$ cat src/ffd_pkg.sv
// constants, register map and types for the field fault diagnostics block
package ffd_pkg;
  // timing
  localparam int unsigned CLK_NS = 100;
  localparam int unsigned WB_FILTER_MS = 20;
  localparam int unsigned WB_FILTER_CYC = WB_FILTER_MS * 1000000 / CLK_NS;
  localparam int unsigned SCAN_PERIOD_US = 1000;
  localparam int unsigned SCAN_SLOT_CYC = SCAN_PERIOD_US * 1000 / CLK_NS / 3;
  localparam int unsigned MIN_PULSE_NS = 1000;
  localparam int unsigned MIN_PULSE_CYC = (MIN_PULSE_NS + CLK_NS - 1) / CLK_NS;
  // register byte offsets
  localparam logic [7:0] OFS_WB = 8'h00;
  localparam logic [7:0] OFS_PF = 8'h04;
  localparam logic [7:0] OFS_SF = 8'h08;
  localparam logic [7:0] OFS_PEN = 8'h0c;
  localparam logic [7:0] OFS_SEN = 8'h10;
  localparam logic [7:0] OFS_AUX = 8'h14;
  localparam logic [7:0] OFS_IND = 8'h18;
  localparam logic [7:0] OFS_CFG = 8'h1c;
  localparam logic [7:0] OFS_WBEN = 8'h20;
  localparam logic [7:0] OFS_IST = 8'h24;
  localparam logic [7:0] OFS_ICLR = 8'h28;
  localparam logic [7:0] OFS_IEN = 8'h2c;
  localparam logic [7:0] OFS_PINS = 8'h30;
  // primary fault flag bit positions
  localparam int unsigned PF_SLOW = 0;
  localparam int unsigned PF_SMISS = 1;
  localparam int unsigned PF_OT1 = 2;
  localparam int unsigned PF_OT2 = 3;
  localparam int unsigned PF_CRC = 4;
  localparam int unsigned PF_POR = 5;
  localparam int unsigned PF_WBG = 6;
  localparam int unsigned PF_SEC = 7;
  // aux output control bit positions
  localparam int unsigned AUX_DIR = 6;
  localparam int unsigned AUX_STK = 7;
  // interrupt event bit positions
  localparam int unsigned EV_WB = 0;
  localparam int unsigned EV_PF = 1;
  localparam int unsigned EV_CRC = 2;
  localparam int unsigned EV_PIN = 3;
  // reset values
  localparam logic [7:0] PEN_RST = 8'h30;
  localparam logic [7:0] SEN_RST = 8'h00;
  localparam logic [7:0] AUX_RST = 8'h00;
  localparam logic [7:0] IND_RST = 8'h00;
  localparam logic [7:0] WBEN_RST = 8'h00;
  localparam logic [7:0] PF_RST = 8'h20;
  // matrix scan slot, one row pulled low per slot
  typedef enum logic [1:0] {
    SCAN_ROW0 = 2'b00,
    SCAN_ROW1 = 2'b01,
    SCAN_ROW2 = 2'b10
  } ffd_scan_t;
endpackage : ffd_pkg

$ cat src/ffd_sync.sv
// three-stage pin synchroniser, output moves once stages two and three agree
`timescale 1ns/1ns
module ffd_sync #(
  parameter int unsigned W = 8
) (
  input wire logic clk, // clock
  input wire logic rst_n, // async reset, active low
  input wire logic [W-1:0] d, // asynchronous inputs
  input wire logic [W-1:0] q_rst, // unused reset image guard
  output logic [W-1:0] q // filtered synchronous outputs
);
  logic [W-1:0] s1;
  logic [W-1:0] s2;
  logic [W-1:0] s3;
  wire [W-1:0] agree = ~(s2 ^ s3);

  // s1 feeds only s2, so metastability never reaches logic
  always_ff @(posedge clk or negedge rst_n) begin
    if (!rst_n) begin
      s1 <= '0;
      s2 <= '0;
      s3 <= '0;
      q <= '0;
    end else begin
      s1 <= d;
      s2 <= s1;
      s3 <= s2;
      q <= (s3 & agree) | (q & ~agree) | (q_rst & '0);
    end
  end
endmodule : ffd_sync

$ cat src/ffd_top.sv
// field fault diagnostics: wire-break flags, fault flags, fault pin, indicator matrix
// Notes on behaviour
// - enabled wire-break trip filtered, then sets flag
// - reading wire-break register clears the flags it returned
// - chip select or latch low blocks wire-break flag setting
// - group flag is live OR of flags
// - select low: 3x3 open-drain indicator matrix
// - row 2 column 2 lit while supply present
// - indicator bits; lit ones 1kHz 33% duty
// - each column resistor feeds one indicator
// - select high: six push-pull level outputs
// - sticky: fault pin low when enabled flag set
// - primary enables gate only the fault pin
// - supply and overtemp flags latch until read
// - crc flag follows last mode 0/2 frame's crc result
// - pin-latch select: sticky or live fault pin
// - fault pin low pulse at least 1us
// - reset enables crc, por; pin non-sticky
// - mode 0/2 frames clear supply flags while config bit 0 is clear
// - valid mode 0/2 frame clears crc flag
`timescale 1ns/1ns
module ffd_top import ffd_pkg::*; #(
  parameter int unsigned WB_FILTER_CYCLES = WB_FILTER_CYC
) (
  input wire logic pclk, // bus clock, 10 MHz
  input wire logic presetn, // async reset, active low
  input wire logic [7:0] paddr, // apb byte address
  input wire logic psel, // apb select
  input wire logic penable, // apb access phase
  input wire logic pwrite, // apb direction
  input wire logic [31:0] pwdata, // apb write data
  output logic [31:0] prdata, // apb read data
  output logic pready, // apb ready
  output logic pslverr, // apb error, unmapped address
  output logic irq, // level interrupt, active high
  input wire logic [7:0] wire_break_trip, // wire-break comparators, high = current missing
  input wire logic supply_low_in, // field supply low condition
  input wire logic supply_missing_in, // field supply missing condition
  input wire logic overtemp_one_in, // overtemperature alarm one condition
  input wire logic overtemp_two_in, // overtemperature alarm two condition
  input wire logic [5:0] secondary_in, // secondary fault conditions
  input wire logic logic_chip_select_n, // logic chip select, active low
  input wire logic logic_latch_n, // logic latch, active low
  input wire logic frame_done, // serial frame ended, one-cycle pulse
  input wire logic [1:0] frame_mode, // serial mode of that frame
  input wire logic frame_crc_err, // frame had a crc error
  input wire logic field_fault_out_in, // fault line level
  output logic field_fault_out, // fault pin drive value
  output logic field_fault_out_oe, // fault pin pulls low
  input wire logic [2:0] matrix_row_pin_in, // row pin levels
  output logic [2:0] matrix_row_pin_out, // row pin drive values
  output logic [2:0] matrix_row_pin_oe, // row pin enables
  input wire logic [2:0] matrix_col_pin_in, // column pin levels
  output logic [2:0] matrix_col_pin_out, // column pin drive values
  output logic [2:0] matrix_col_pin_oe // column pin enables
);
  localparam int unsigned WB_W = $clog2(WB_FILTER_CYCLES + 1);
  localparam logic [WB_W-1:0] WB_LIM = WB_W'(WB_FILTER_CYCLES - 1);
  localparam logic [11:0] SLOT_LIM = 12'(SCAN_SLOT_CYC - 1);
  localparam logic [3:0] PULSE_LIM = 4'(MIN_PULSE_CYC - 1);
  localparam int unsigned SW = 27;

  // synchronised pins
  logic [SW-1:0] pin_s;
  ffd_sync #(.W(SW)) u_sync (
    .clk(pclk),
    .rst_n(presetn),
    .d({matrix_row_pin_in, matrix_col_pin_in, field_fault_out_in, logic_chip_select_n,
        logic_latch_n, secondary_in, overtemp_two_in, overtemp_one_in, supply_missing_in,
        supply_low_in, wire_break_trip}),
    .q_rst('0),
    .q(pin_s)
  );
  wire [7:0] trip_s = pin_s[7:0];
  wire [3:0] cond_s = pin_s[11:8];
  wire [5:0] sec_s = pin_s[17:12];
  wire latch_s = pin_s[18];
  wire cs_s = pin_s[19];
  wire line_s = pin_s[20];
  wire [5:0] aux_pins_s = pin_s[26:21];

  // registers
  logic [7:0] wire_break_flags;
  logic [7:0] primary_latched;
  logic [5:0] secondary_fault_flags;
  logic [7:0] primary_fault_enable;
  logic [7:0] secondary_fault_enable;
  logic [7:0] aux_output_control;
  logic [7:0] indicator;
  logic supply_flag_clear_mode;
  logic [7:0] wb_enable;
  logic [3:0] irq_status;
  logic [3:0] irq_enable;

  // apb decode; the answer comes one cycle after setup
  wire setup = psel & ~penable;
  wire access = psel & penable & pready;
  wire wr = access & pwrite;
  wire rd = access & ~pwrite;
  wire hit_wb = paddr == OFS_WB;
  wire hit_pf = paddr == OFS_PF;
  wire hit_sf = paddr == OFS_SF;
  wire hit_pen = paddr == OFS_PEN;
  wire hit_sen = paddr == OFS_SEN;
  wire hit_aux = paddr == OFS_AUX;
  wire hit_ind = paddr == OFS_IND;
  wire hit_cfg = paddr == OFS_CFG;
  wire hit_wben = paddr == OFS_WBEN;
  wire hit_ist = paddr == OFS_IST;
  wire hit_iclr = paddr == OFS_ICLR;
  wire hit_ien = paddr == OFS_IEN;
  wire hit_pins = paddr == OFS_PINS;
  wire mapped = hit_wb | hit_pf | hit_sf | hit_pen | hit_sen | hit_aux | hit_ind | hit_cfg |
                hit_wben | hit_ist | hit_iclr | hit_ien | hit_pins;

  // frame qualification: only modes 0 and 2 carry crc
  wire crc_mode = frame_done & ~frame_mode[0];
  wire frame_ok = crc_mode & ~frame_crc_err;
  wire frame_bad = crc_mode & frame_crc_err;
  logic crc_flag;

  // primary view: latched bits, crc, por, live group and secondary summary
  wire wire_break_group = |wire_break_flags;
  wire sec_any = |(secondary_fault_flags & secondary_fault_enable[5:0]);
  wire [7:0] primary_fault_flags = {sec_any, wire_break_group, primary_latched[PF_POR],
                                    crc_flag, primary_latched[3:0]};

  // read mux
  wire [7:0] rd_mux = hit_wb ? wire_break_flags :
                      hit_pf ? primary_fault_flags :
                      hit_sf ? {2'h0, secondary_fault_flags} :
                      hit_pen ? primary_fault_enable :
                      hit_sen ? secondary_fault_enable :
                      hit_aux ? aux_output_control :
                      hit_ind ? indicator :
                      hit_cfg ? {7'h00, supply_flag_clear_mode} :
                      hit_wben ? wb_enable :
                      hit_ist ? {4'h0, irq_status} :
                      hit_ien ? {4'h0, irq_enable} :
                      hit_pins ? {2'h0, aux_pins_s} : 8'h00;

  // bus answer; prdata holds the snapshot that a read-clear removes
  always_ff @(posedge pclk or negedge presetn) begin
    if (!presetn) begin
      pready <= 1'b0;
      pslverr <= 1'b0;
      prdata <= 32'h0;
    end else begin
      pready <= setup;
      pslverr <= setup & ~mapped;
      if (setup) begin
        prdata <= {24'h000000, pwrite ? 8'h00 : rd_mux};
      end
    end
  end

  // only bits that software actually saw are cleared, so a flag set
  // between setup and access is not lost
  wire [7:0] seen = prdata[7:0];
  wire rd_wb = rd & hit_wb;
  wire rd_pf = rd & hit_pf;
  wire rd_sf = rd & hit_sf;

  // wire-break filters, one per channel
  wire freeze = ~cs_s | ~latch_s;
  logic [7:0] wb_pass;
  for (genvar i = 0; i < 8; i++) begin : g_wb
    logic [WB_W-1:0] cnt;
    // any gap in the trip restarts the 20 ms window
    always_ff @(posedge pclk or negedge presetn) begin
      if (!presetn) begin
        cnt <= '0;
      end else if (!(wb_enable[i] & trip_s[i])) begin
        cnt <= '0;
      end else if (cnt != WB_LIM) begin
        cnt <= cnt + 1'b1;
      end
    end
    assign wb_pass[i] = cnt == WB_LIM;
  end
  wire [7:0] wb_set = wb_pass & {8{~freeze}};
  wire [7:0] next_wire_break_flags = (wire_break_flags & ~(rd_wb ? seen : 8'h00)) | wb_set;

  // primary latched bits: supply low, missing, overtemp one and two, por
  wire supply_clr = crc_mode & ~supply_flag_clear_mode;
  wire [7:0] pf_clr = (rd_pf ? seen : 8'h00) | {6'h00, {2{supply_clr}}};
  wire [7:0] pf_set = {4'h0, cond_s};
  wire [7:0] next_primary_latched = (primary_latched & ~pf_clr) | pf_set;
  wire [5:0] next_secondary = (secondary_fault_flags & ~(rd_sf ? seen[5:0] : 6'h00)) | sec_s;

  // flag registers; a set always wins over a clear in the same cycle
  always_ff @(posedge pclk or negedge presetn) begin
    if (!presetn) begin
      wire_break_flags <= 8'h00;
      primary_latched <= PF_RST;
      secondary_fault_flags <= 6'h00;
      crc_flag <= 1'b0;
    end else begin
      wire_break_flags <= next_wire_break_flags;
      primary_latched <= next_primary_latched & 8'h2f;
      secondary_fault_flags <= next_secondary;
      if (frame_bad) begin
        crc_flag <= 1'b1;
      end else if (frame_ok) begin
        crc_flag <= 1'b0;
      end
    end
  end

  // software registers
  always_ff @(posedge pclk or negedge presetn) begin
    if (!presetn) begin
      primary_fault_enable <= PEN_RST;
      secondary_fault_enable <= SEN_RST;
      aux_output_control <= AUX_RST;
      indicator <= IND_RST;
      supply_flag_clear_mode <= 1'b0;
      wb_enable <= WBEN_RST;
      irq_enable <= 4'h0;
    end else if (wr) begin
      if (hit_pen) primary_fault_enable <= pwdata[7:0];
      if (hit_sen) secondary_fault_enable <= pwdata[7:0];
      if (hit_aux) aux_output_control <= pwdata[7:0];
      if (hit_ind) indicator <= pwdata[7:0];
      if (hit_cfg) supply_flag_clear_mode <= pwdata[0];
      if (hit_wben) wb_enable <= pwdata[7:0];
      if (hit_ien) irq_enable <= pwdata[3:0];
    end
  end

  // fault pin sources: sticky follows flags, non-sticky follows live supply, overtemp and secondary conditions
  wire pin_latch_select = aux_output_control[AUX_STK];
  wire [7:0] live_src = {|(sec_s & secondary_fault_enable[5:0]), wire_break_group,
                         primary_latched[PF_POR], crc_flag, cond_s};
  wire [7:0] pin_src = pin_latch_select ? primary_fault_flags : live_src;
  wire fault_req = |(pin_src & primary_fault_enable);
  logic [3:0] pulse_cnt;
  wire fault_start = fault_req & ~field_fault_out_oe;
  wire next_fault_oe = fault_req | (pulse_cnt != 4'h0);

  // stretch each assertion so the host cannot miss it
  always_ff @(posedge pclk or negedge presetn) begin
    if (!presetn) begin
      pulse_cnt <= 4'h0;
      field_fault_out_oe <= 1'b0;
      field_fault_out <= 1'b0;
    end else begin
      field_fault_out_oe <= next_fault_oe;
      field_fault_out <= 1'b0;
      if (fault_start) begin
        pulse_cnt <= PULSE_LIM;
      end else if (pulse_cnt != 4'h0) begin
        pulse_cnt <= pulse_cnt - 1'b1;
      end
    end
  end

  // interrupt events
  wire [3:0] ev = {fault_start, frame_bad, |(pf_set & ~primary_latched),
                   |(wb_set & ~wire_break_flags)};
  wire [3:0] iclr = (wr & hit_iclr) ? pwdata[3:0] : 4'h0;
  wire next_irq = |(irq_status & irq_enable);
  logic line_seen;

  // status is sticky; a new event beats a clear in the same cycle
  always_ff @(posedge pclk or negedge presetn) begin
    if (!presetn) begin
      irq_status <= 4'h0;
      irq <= 1'b0;
      line_seen <= 1'b0;
    end else begin
      irq_status <= (irq_status & ~iclr) | ev;
      irq <= next_irq;
      line_seen <= line_s;
    end
  end

  // matrix scan: one row low per slot keeps each column resistor on one led
  ffd_scan_t scan;
  ffd_scan_t next_scan;
  logic [11:0] slot_cnt;
  wire slot_end = slot_cnt == SLOT_LIM;
  always_comb begin
    unique case (scan)
      SCAN_ROW0: next_scan = SCAN_ROW1;
      SCAN_ROW1: next_scan = SCAN_ROW2;
      SCAN_ROW2: next_scan = SCAN_ROW0;
      default: next_scan = SCAN_ROW0;
    endcase
  end
  always_ff @(posedge pclk or negedge presetn) begin
    if (!presetn) begin
      scan <= SCAN_ROW0;
      slot_cnt <= 12'h000;
    end else begin
      slot_cnt <= slot_end ? 12'h000 : slot_cnt + 1'b1;
      if (slot_end) begin
        scan <= next_scan;
      end
    end
  end

  // position r*3+c, with the supply indicator last
  wire supply_ok = ~cond_s[PF_SMISS];
  wire [8:0] lit = {supply_ok, indicator};
  wire [1:0] row_idx = scan;
  wire [2:0] row_lit = row_idx == 2'd0 ? lit[2:0] : row_idx == 2'd1 ? lit[5:3] : lit[8:6];
  wire [2:0] row_sel = 3'h1 << row_idx;
  wire dir = aux_output_control[AUX_DIR];

  // pins: matrix open-drain, or push-pull levels with scanning ignored
  always_ff @(posedge pclk or negedge presetn) begin
    if (!presetn) begin
      matrix_row_pin_out <= 3'h0;
      matrix_row_pin_oe <= 3'h0;
      matrix_col_pin_out <= 3'h0;
      matrix_col_pin_oe <= 3'h0;
    end else if (dir) begin
      matrix_row_pin_out <= aux_output_control[2:0];
      matrix_row_pin_oe <= 3'h7;
      matrix_col_pin_out <= aux_output_control[5:3];
      matrix_col_pin_oe <= 3'h7;
    end else begin
      matrix_row_pin_out <= 3'h0;
      matrix_row_pin_oe <= (|row_lit) ? row_sel : 3'h0;
      matrix_col_pin_out <= 3'h7;
      matrix_col_pin_oe <= row_lit;
    end
  end
endmodule : ffd_top

$ cat config.mk
export PLATFORM = sky130hd
export DESIGN_NAME = ffd_top
export DESIGN_NICKNAME = d
export VERILOG_FILES = /design/src/ffd_pkg.sv /design/src/ffd_sync.sv /design/src/ffd_top.sv
export SDC_FILE = /design/constraint.sdc
export NUM_CORES = 1
export LEC_CHECK = 0
export BUFFER_PORTS_ARGS = -buffer_cell sky130_fd_sc_hd__buf_2
export CORE_MARGIN = 8
export CORE_UTILIZATION = 54
export CTS_CLUSTER_DIAMETER = 50
export CTS_CLUSTER_SIZE = 12
export DETAILED_ROUTE_END_ITERATION = 8
export GPL_TIMING_DRIVEN = 0
export HOLD_SLACK_MARGIN = 0.05
export PLACE_DENSITY = 0.77
export SLEW_MARGIN = 20
export SYNTH_ARGS = -nofsm -noshare
export SYNTH_HDL_FRONTEND = slang
export SYNTH_HIERARCHICAL = 1
export SYNTH_SLANG_ARGS = --single-unit
$ cat constraint.sdc
create_clock -name pclk -period 2.35 [get_ports pclk]
set_clock_uncertainty 0.2 [all_clocks]
set_input_delay 0.235 -clock pclk [delete_from_list [all_inputs] [get_ports pclk]]
set_output_delay 0.235 -clock pclk [all_outputs]
set_load 0.1 [all_outputs]
== Yosys cells after proc, flatten, opt, wreduce, memory -nomap -nowiden ==
Index checks and enable logic that the tools add are counted.
Storage, ports and cells
  register bits after elaboration: 363
  input bits: 76
  output and inout port bits: 49
  word-level logic and storage cells: 228
Operators by class
  add/sub/neg operators: 10
  equal/unequal tests: 38
  shift operators: 1
  mux-type cells: 47
  bitwise operators: 76
  reduce and logical (&&, ||, !) cells: 20
Operators with widths (count)
  $mux 18: 16
  $add 18x1->18 const B: 8
  $eq 18x18->1 const B: 8
  $ne 18x18->1 const B: 8
  $mux 8: 12
  $and 27x27->27: 2
  $not 27->27: 2
  $eq 8x6->1 const B: 5
  $and 8x8->8: 4
  $eq 8x5->1 const B: 4
  $reduce_or 8->1: 4
  $mux 6: 5
  $or 27x27->27: 1
  $xor 27x27->27: 1
  $and 6x6->6: 4
  $and 1x1->1: 23
  $mux 3: 7
  $eq 8x4->1 const B: 2
  $ne 2x1->1 const B: 8
  $not 8->8: 2
  $or 1x1->1: 14
  $reduce_and 2->1: 7
  $add 12x1->12 const B: 1
  $eq 12x12->1 const B: 1
  26 further kinds: 43

== Depth between registers and ports, before layout ==
  depth in word-level cells: 15
  depth in mapped cells: 8
  depth with buffers taken out: 7

== Modules after synthesis ==
Netlist, hierarchy kept.
Modules (own cells, without submodules)
  ffd_top: times used 1, cells each 1297, area each 12705.9 um^2, seq. area each 6384.9 um^2
  ffd_sync: times used 1, cells each 135, area each 3006.6 um^2, seq. area each 2702.6 um^2

== Worst setup path after synthesis ==
Ideal clock, no wire load.
  path kind: reg2reg
  start point: register pready
  end point: register secondary_fault_flags[0]
  library setup time: 0.118 ns
  data arrival time: 2.175 ns
  data required time: 2.032 ns
  slack: -0.143 ns
  stages on the path, launching flop included: 5
  buffers on the path: 0
  clock period less this slack: 2.493 ns
  path through: dfrtp_1 > nand3_1 > nor4_1 > nand2_1 > a21o_1
Between the ends
  cells in the longest elaborated chain, start to end: 7
Ends and longest elaborated chain
  from (decl): RTL line ffd_top.sv:33  | output logic pready,
  from (signal assigned): RTL line ffd_top.sv:149  | pready <= setup;
  $and 1x1->1: RTL line ffd_top.sv:97  | wire access = psel & penable & pready;
  $and 1x1->1: RTL line ffd_top.sv:99  | wire rd = access & ~pwrite;
  $and 1x1->1: RTL line ffd_top.sv:162  | wire rd_sf = rd & hit_sf;
  $mux 6: RTL line ffd_top.sv:189  | wire [5:0] next_secondary = (secondary_fault_flags & ~(rd_sf ? seen[5:0] : 6'h00)) | sec_s;
  $not 6->6: RTL line ffd_top.sv:189
  $and 6x6->6: RTL line ffd_top.sv:189
  $or 6x6->6: RTL line ffd_top.sv:189
  named net next_secondary[0]: RTL line ffd_top.sv:189
  to (signal assigned): RTL line ffd_top.sv:201  | secondary_fault_flags <= next_secondary;
  to (decl): RTL line ffd_top.sv:85  | logic [5:0] secondary_fault_flags;
The timed path passes the listed nets, and every way through them passes these cells.
A chain may end at the register's enable or synchronous reset.

== Worst setup path in the final report ==
  start point: register g_wb[7].cnt[12]
  end point: register irq_status[0]
Between the ends
  cells in the longest elaborated chain, start to end: 5
Ends and longest elaborated chain
  from (decl): RTL line ffd_top.sv:168  | logic [WB_W-1:0] cnt;
  from (signal assigned): RTL line ffd_top.sv:176  | cnt <= cnt + 1'b1;
  $eq 18x18->1: RTL line ffd_top.sv:179  | assign wb_pass[i] = cnt == WB_LIM;
  $and 8x8->8: RTL line ffd_top.sv:181  | wire [7:0] wb_set = wb_pass & {8{~freeze}};
  $and 8x8->8: RTL line ffd_top.sv:260  | |(wb_set & ~wire_break_flags)};
  $reduce_or 8->1: RTL line ffd_top.sv:260
  $or 4x4->4: RTL line ffd_top.sv:272  | irq_status <= (irq_status & ~iclr) | ev;
  to (signal assigned): RTL line ffd_top.sv:272
  to (decl): RTL line ffd_top.sv:92  | logic [3:0] irq_status;
Every way passes these cells.

==> metrics.md <==
| Metric | Value |
|---|---|
| Critical Path AT | `~2.6 ns` |
| WP buf/inv | `0` |
| Netlist Area Pre-Place | `between 0.015 and 0.02 mm2` |
| Final GP Congestion | `between 0.9 and 1` |
| Sw power | `roughly 3.2 mW` |
| Num CTS Buffers | `39` |
| Top achievable clock speed | `around 0.43 GHz` |
| Static Leak | `7.914 nW` |
| Min cycle time layout | `2.299 ns` |
| Fin nets | `1,704` |
| GR Overflow Total | `0` |
| Worst-path maximum fanout | `7` |
| Via count | `11,462` |
| CTS max path bufs | `3` |
| DP HPWL | `24.05 mm` |
| Post-route insts no fill | `between 2,000 and 2,500` |
| Initial antenna violation count | `3` |
| First-pass GRT wire length | `58.77 mm` |
| Status | `complete, no violations` |
| Vias/cell | `5.655` |
| Critical Path RT | `approximately 2.6 ns` |
| Clock share of power | `a little over two fifths` |
| Setup crit end kind | `flop` |
| Placed insts | `1,910` |
| CP peak stage delay | `about 0.60 ns` |
| Worst-path clk slew | `0.06 ns` |
| Final hold violations | `0` |
| Slowest-stage cell, CP | `or4_4` |
| Fin crit share | `a little over nine tenths` |
| Synth Area per Inst | `10.93 um2` |
| Combinational Power Share | `7.2%` |
| Core footprint | `between 0.02 and 0.03 mm2` |
| CTS tree | `built` |
| Slew Limit Fails | `0` |
| RSZ-0062 raised after global routing | `yes` |
| Die ar. | `~0.035 mm2` |
| CP Cell Sequence | `or4b_4 -> or4_4 -> o221ai_1 -> nor3_1 -> o21ai_1` |
| Starting Density | `a little over half` |
| Footprint of the multi-input gates | `~0.0064 mm2` |
| Root Buffer | `clkbuf_16` |
| MaxCap Viol Count | `0` |
| Core Rows | `62` |
| Worst-margin pin slew | `~0.83 ns` |
| Worst Hold Class | `in -> reg` |
| # DRC | `0` |
| Fraction of layout cells with a size suffix above 1 | `roughly 17%` |
| GRT Total Usage | `between 20% and 30%` |
| Chip height | `186.0 um` |
| Reg area | `0.008989 mm2` |
| Vias in the first global route | `between 10,000 and 15,000` |
| Flop pwr share | `roughly 50%` |
| Hold Startpoint | `paddr[1]` |
| Port buffer count | `slightly above 70` |
| Die W | `approximately 190 um` |
| Routed Antenna Nets | `0` |
| Synthesis warning total | `6` |
| Reg2Reg Launch Point | `g_wb[7].cnt[12]$_DFFE_PN0P_` |
| Critical path startpoint | `g_wb[7].cnt[12]$_DFFE_PN0P_` |
| Syn-to-layout area delta | `18.23%` |
| # fillers | `about 2,300` |
| # clock sinks | `359` |
| Pwr Total | `approximately 13 mW` |
| Pint | `9.908 mW` |
| Sw Share | `about a quarter` |
| Peak VDD IR | `a little over 0.5 mV` |
| Worst Setup Start Kind | `flop` |
| Total wire length | `35.85 mm` |
| DR pass1 iterations | `7` |
| Slew headroom | `approximately 44%` |
| Crit path max-delay family | `simple AND/OR/NAND/NOR gates` |
| Clock Latency Late Sink | `between 0.5 and 0.6 ns` |
| Wirelength per Cell | `~18 um` |
| IO Count | `about 130` |
| Drt first-iter violations | `roughly 900` |
| Largest net degree at the start of global routing | `roughly 100` |
| Synth Instances | `around 1,400` |
| Crit Path Category | `reg -> reg` |
| PD cells | `between 700 and 800 mW/mm2` |
| H-tree Lvls | `2` |
| Final setup viols | `0` |
==> layer usage <==
layer  up-vias  share of wire (%)  track usage, %
met5         -              0.036               0
met1      5714                 43           27.80
met2       305                 49           34.83
li1       5353                  -               -
met3        88                5.3           3.553
met4         2                3.0           7.431
==> tightest hold or removal path: cells and delay by family <==
family	cells	cell delay, ns
compound gates	1	0.13
buf+inv	1	0.12
simple gates	3	0.26
==> flip-flops by register name, indices dropped and copies added (netlist names), 6 cells and up, named ones only <==
register	flops
aux_output_control	8
g_wb.cnt	144
indicator	8
prdata	8
primary_fault_enable	8
secondary_fault_enable	8
secondary_fault_flags	6
slot_cnt	12
u_sync/s1	26
u_sync/s2	26
u_sync/s3	26
wb_enable	8
wire_break_flags	8
==> placed cells by master (no fill, tap or decap), drive strengths merged, types with 14 or more instances in the layout <==
cell	n
nor3	32
clkbuf	77
maj3	26
mux2i	15
o21ai	63
and3	32
nand2b	18
a22oi	14
xor2	69
a21oi	52
conb	25
dfrtp	356
or3	22
inv	34
nand2	119
mux2	45
nand4	33
nor2	169
xnor2	39
buf	114
dlygate4sd3	46
nand3	60
==> worst paths after layout <==
check,endpoint,slack [ns],depth (start not counted)
setup / recovery,irq_status[0]$_DFF_PN0_,0.05,5
hold / removal,prdata[0]$_DFFE_PN0P_,0.06,5
setup reg to reg,irq_status[0]$_DFF_PN0_,0.05,5
hold reg to reg,u_sync/s2[12]$_DFF_PN0_,0.15,0
max in group asynchronous,g_wb[1].cnt[14]$_DFFE_PN0P_,0.48,4
min in group asynchronous,slot_cnt[8]$_DFF_PN0_,0.09,2
==> power groups by stage <==
stage,logic (mW),clock network [mW],registers (mW)
final,0.937,5.66,6.49
after global routing,1.02,6.02,6.51
after CTS,0.941,5.80,6.49
after detailed placement,0.879,0,6.60
after global placement,0.835,0,6.59
after floorplan,0.484,0,6.65
==> per-stage QoR <==
step	cell area (um2)	utilization (%)	hold WS, ns	setup slack [ns]	TNS, ns
floorplan	15690	-	-0.2606	0.04854	0
global placement	16530	57.92	0.1312	-6.508	-2107.41
detailed placement	16630	58.26	0.07010	-0.3947	-12.83
CTS	18320	64.17	0.06500	0.003748	0
global route	18450	64.61	0.07663	-0.01122	-0.01122
finish	18450	64.61	0.05943	0.05111	0
==> repair_timing <==
action,4_1_cts,5_1_grt
hold buffers,46,0
setup endpoints to repair,14,50
gates resized for setup,10,24
pin swaps,2,5
buffers inserted,3,4
hold endpoints to repair,170,0
==> layout make-up <==
type	instances	share of cell area, %
flip-flops and latches	359	48.73
multi-input cells	1003	34.76
clock buffers	54	5.705
repair buffers	128	5.237
well taps	384	2.605
plain buffers	55	1.709
clock inverters	12	0.6105
inverters	30	0.6105
diodes	2	0.02713
Power figures use the tool's default switching activity.
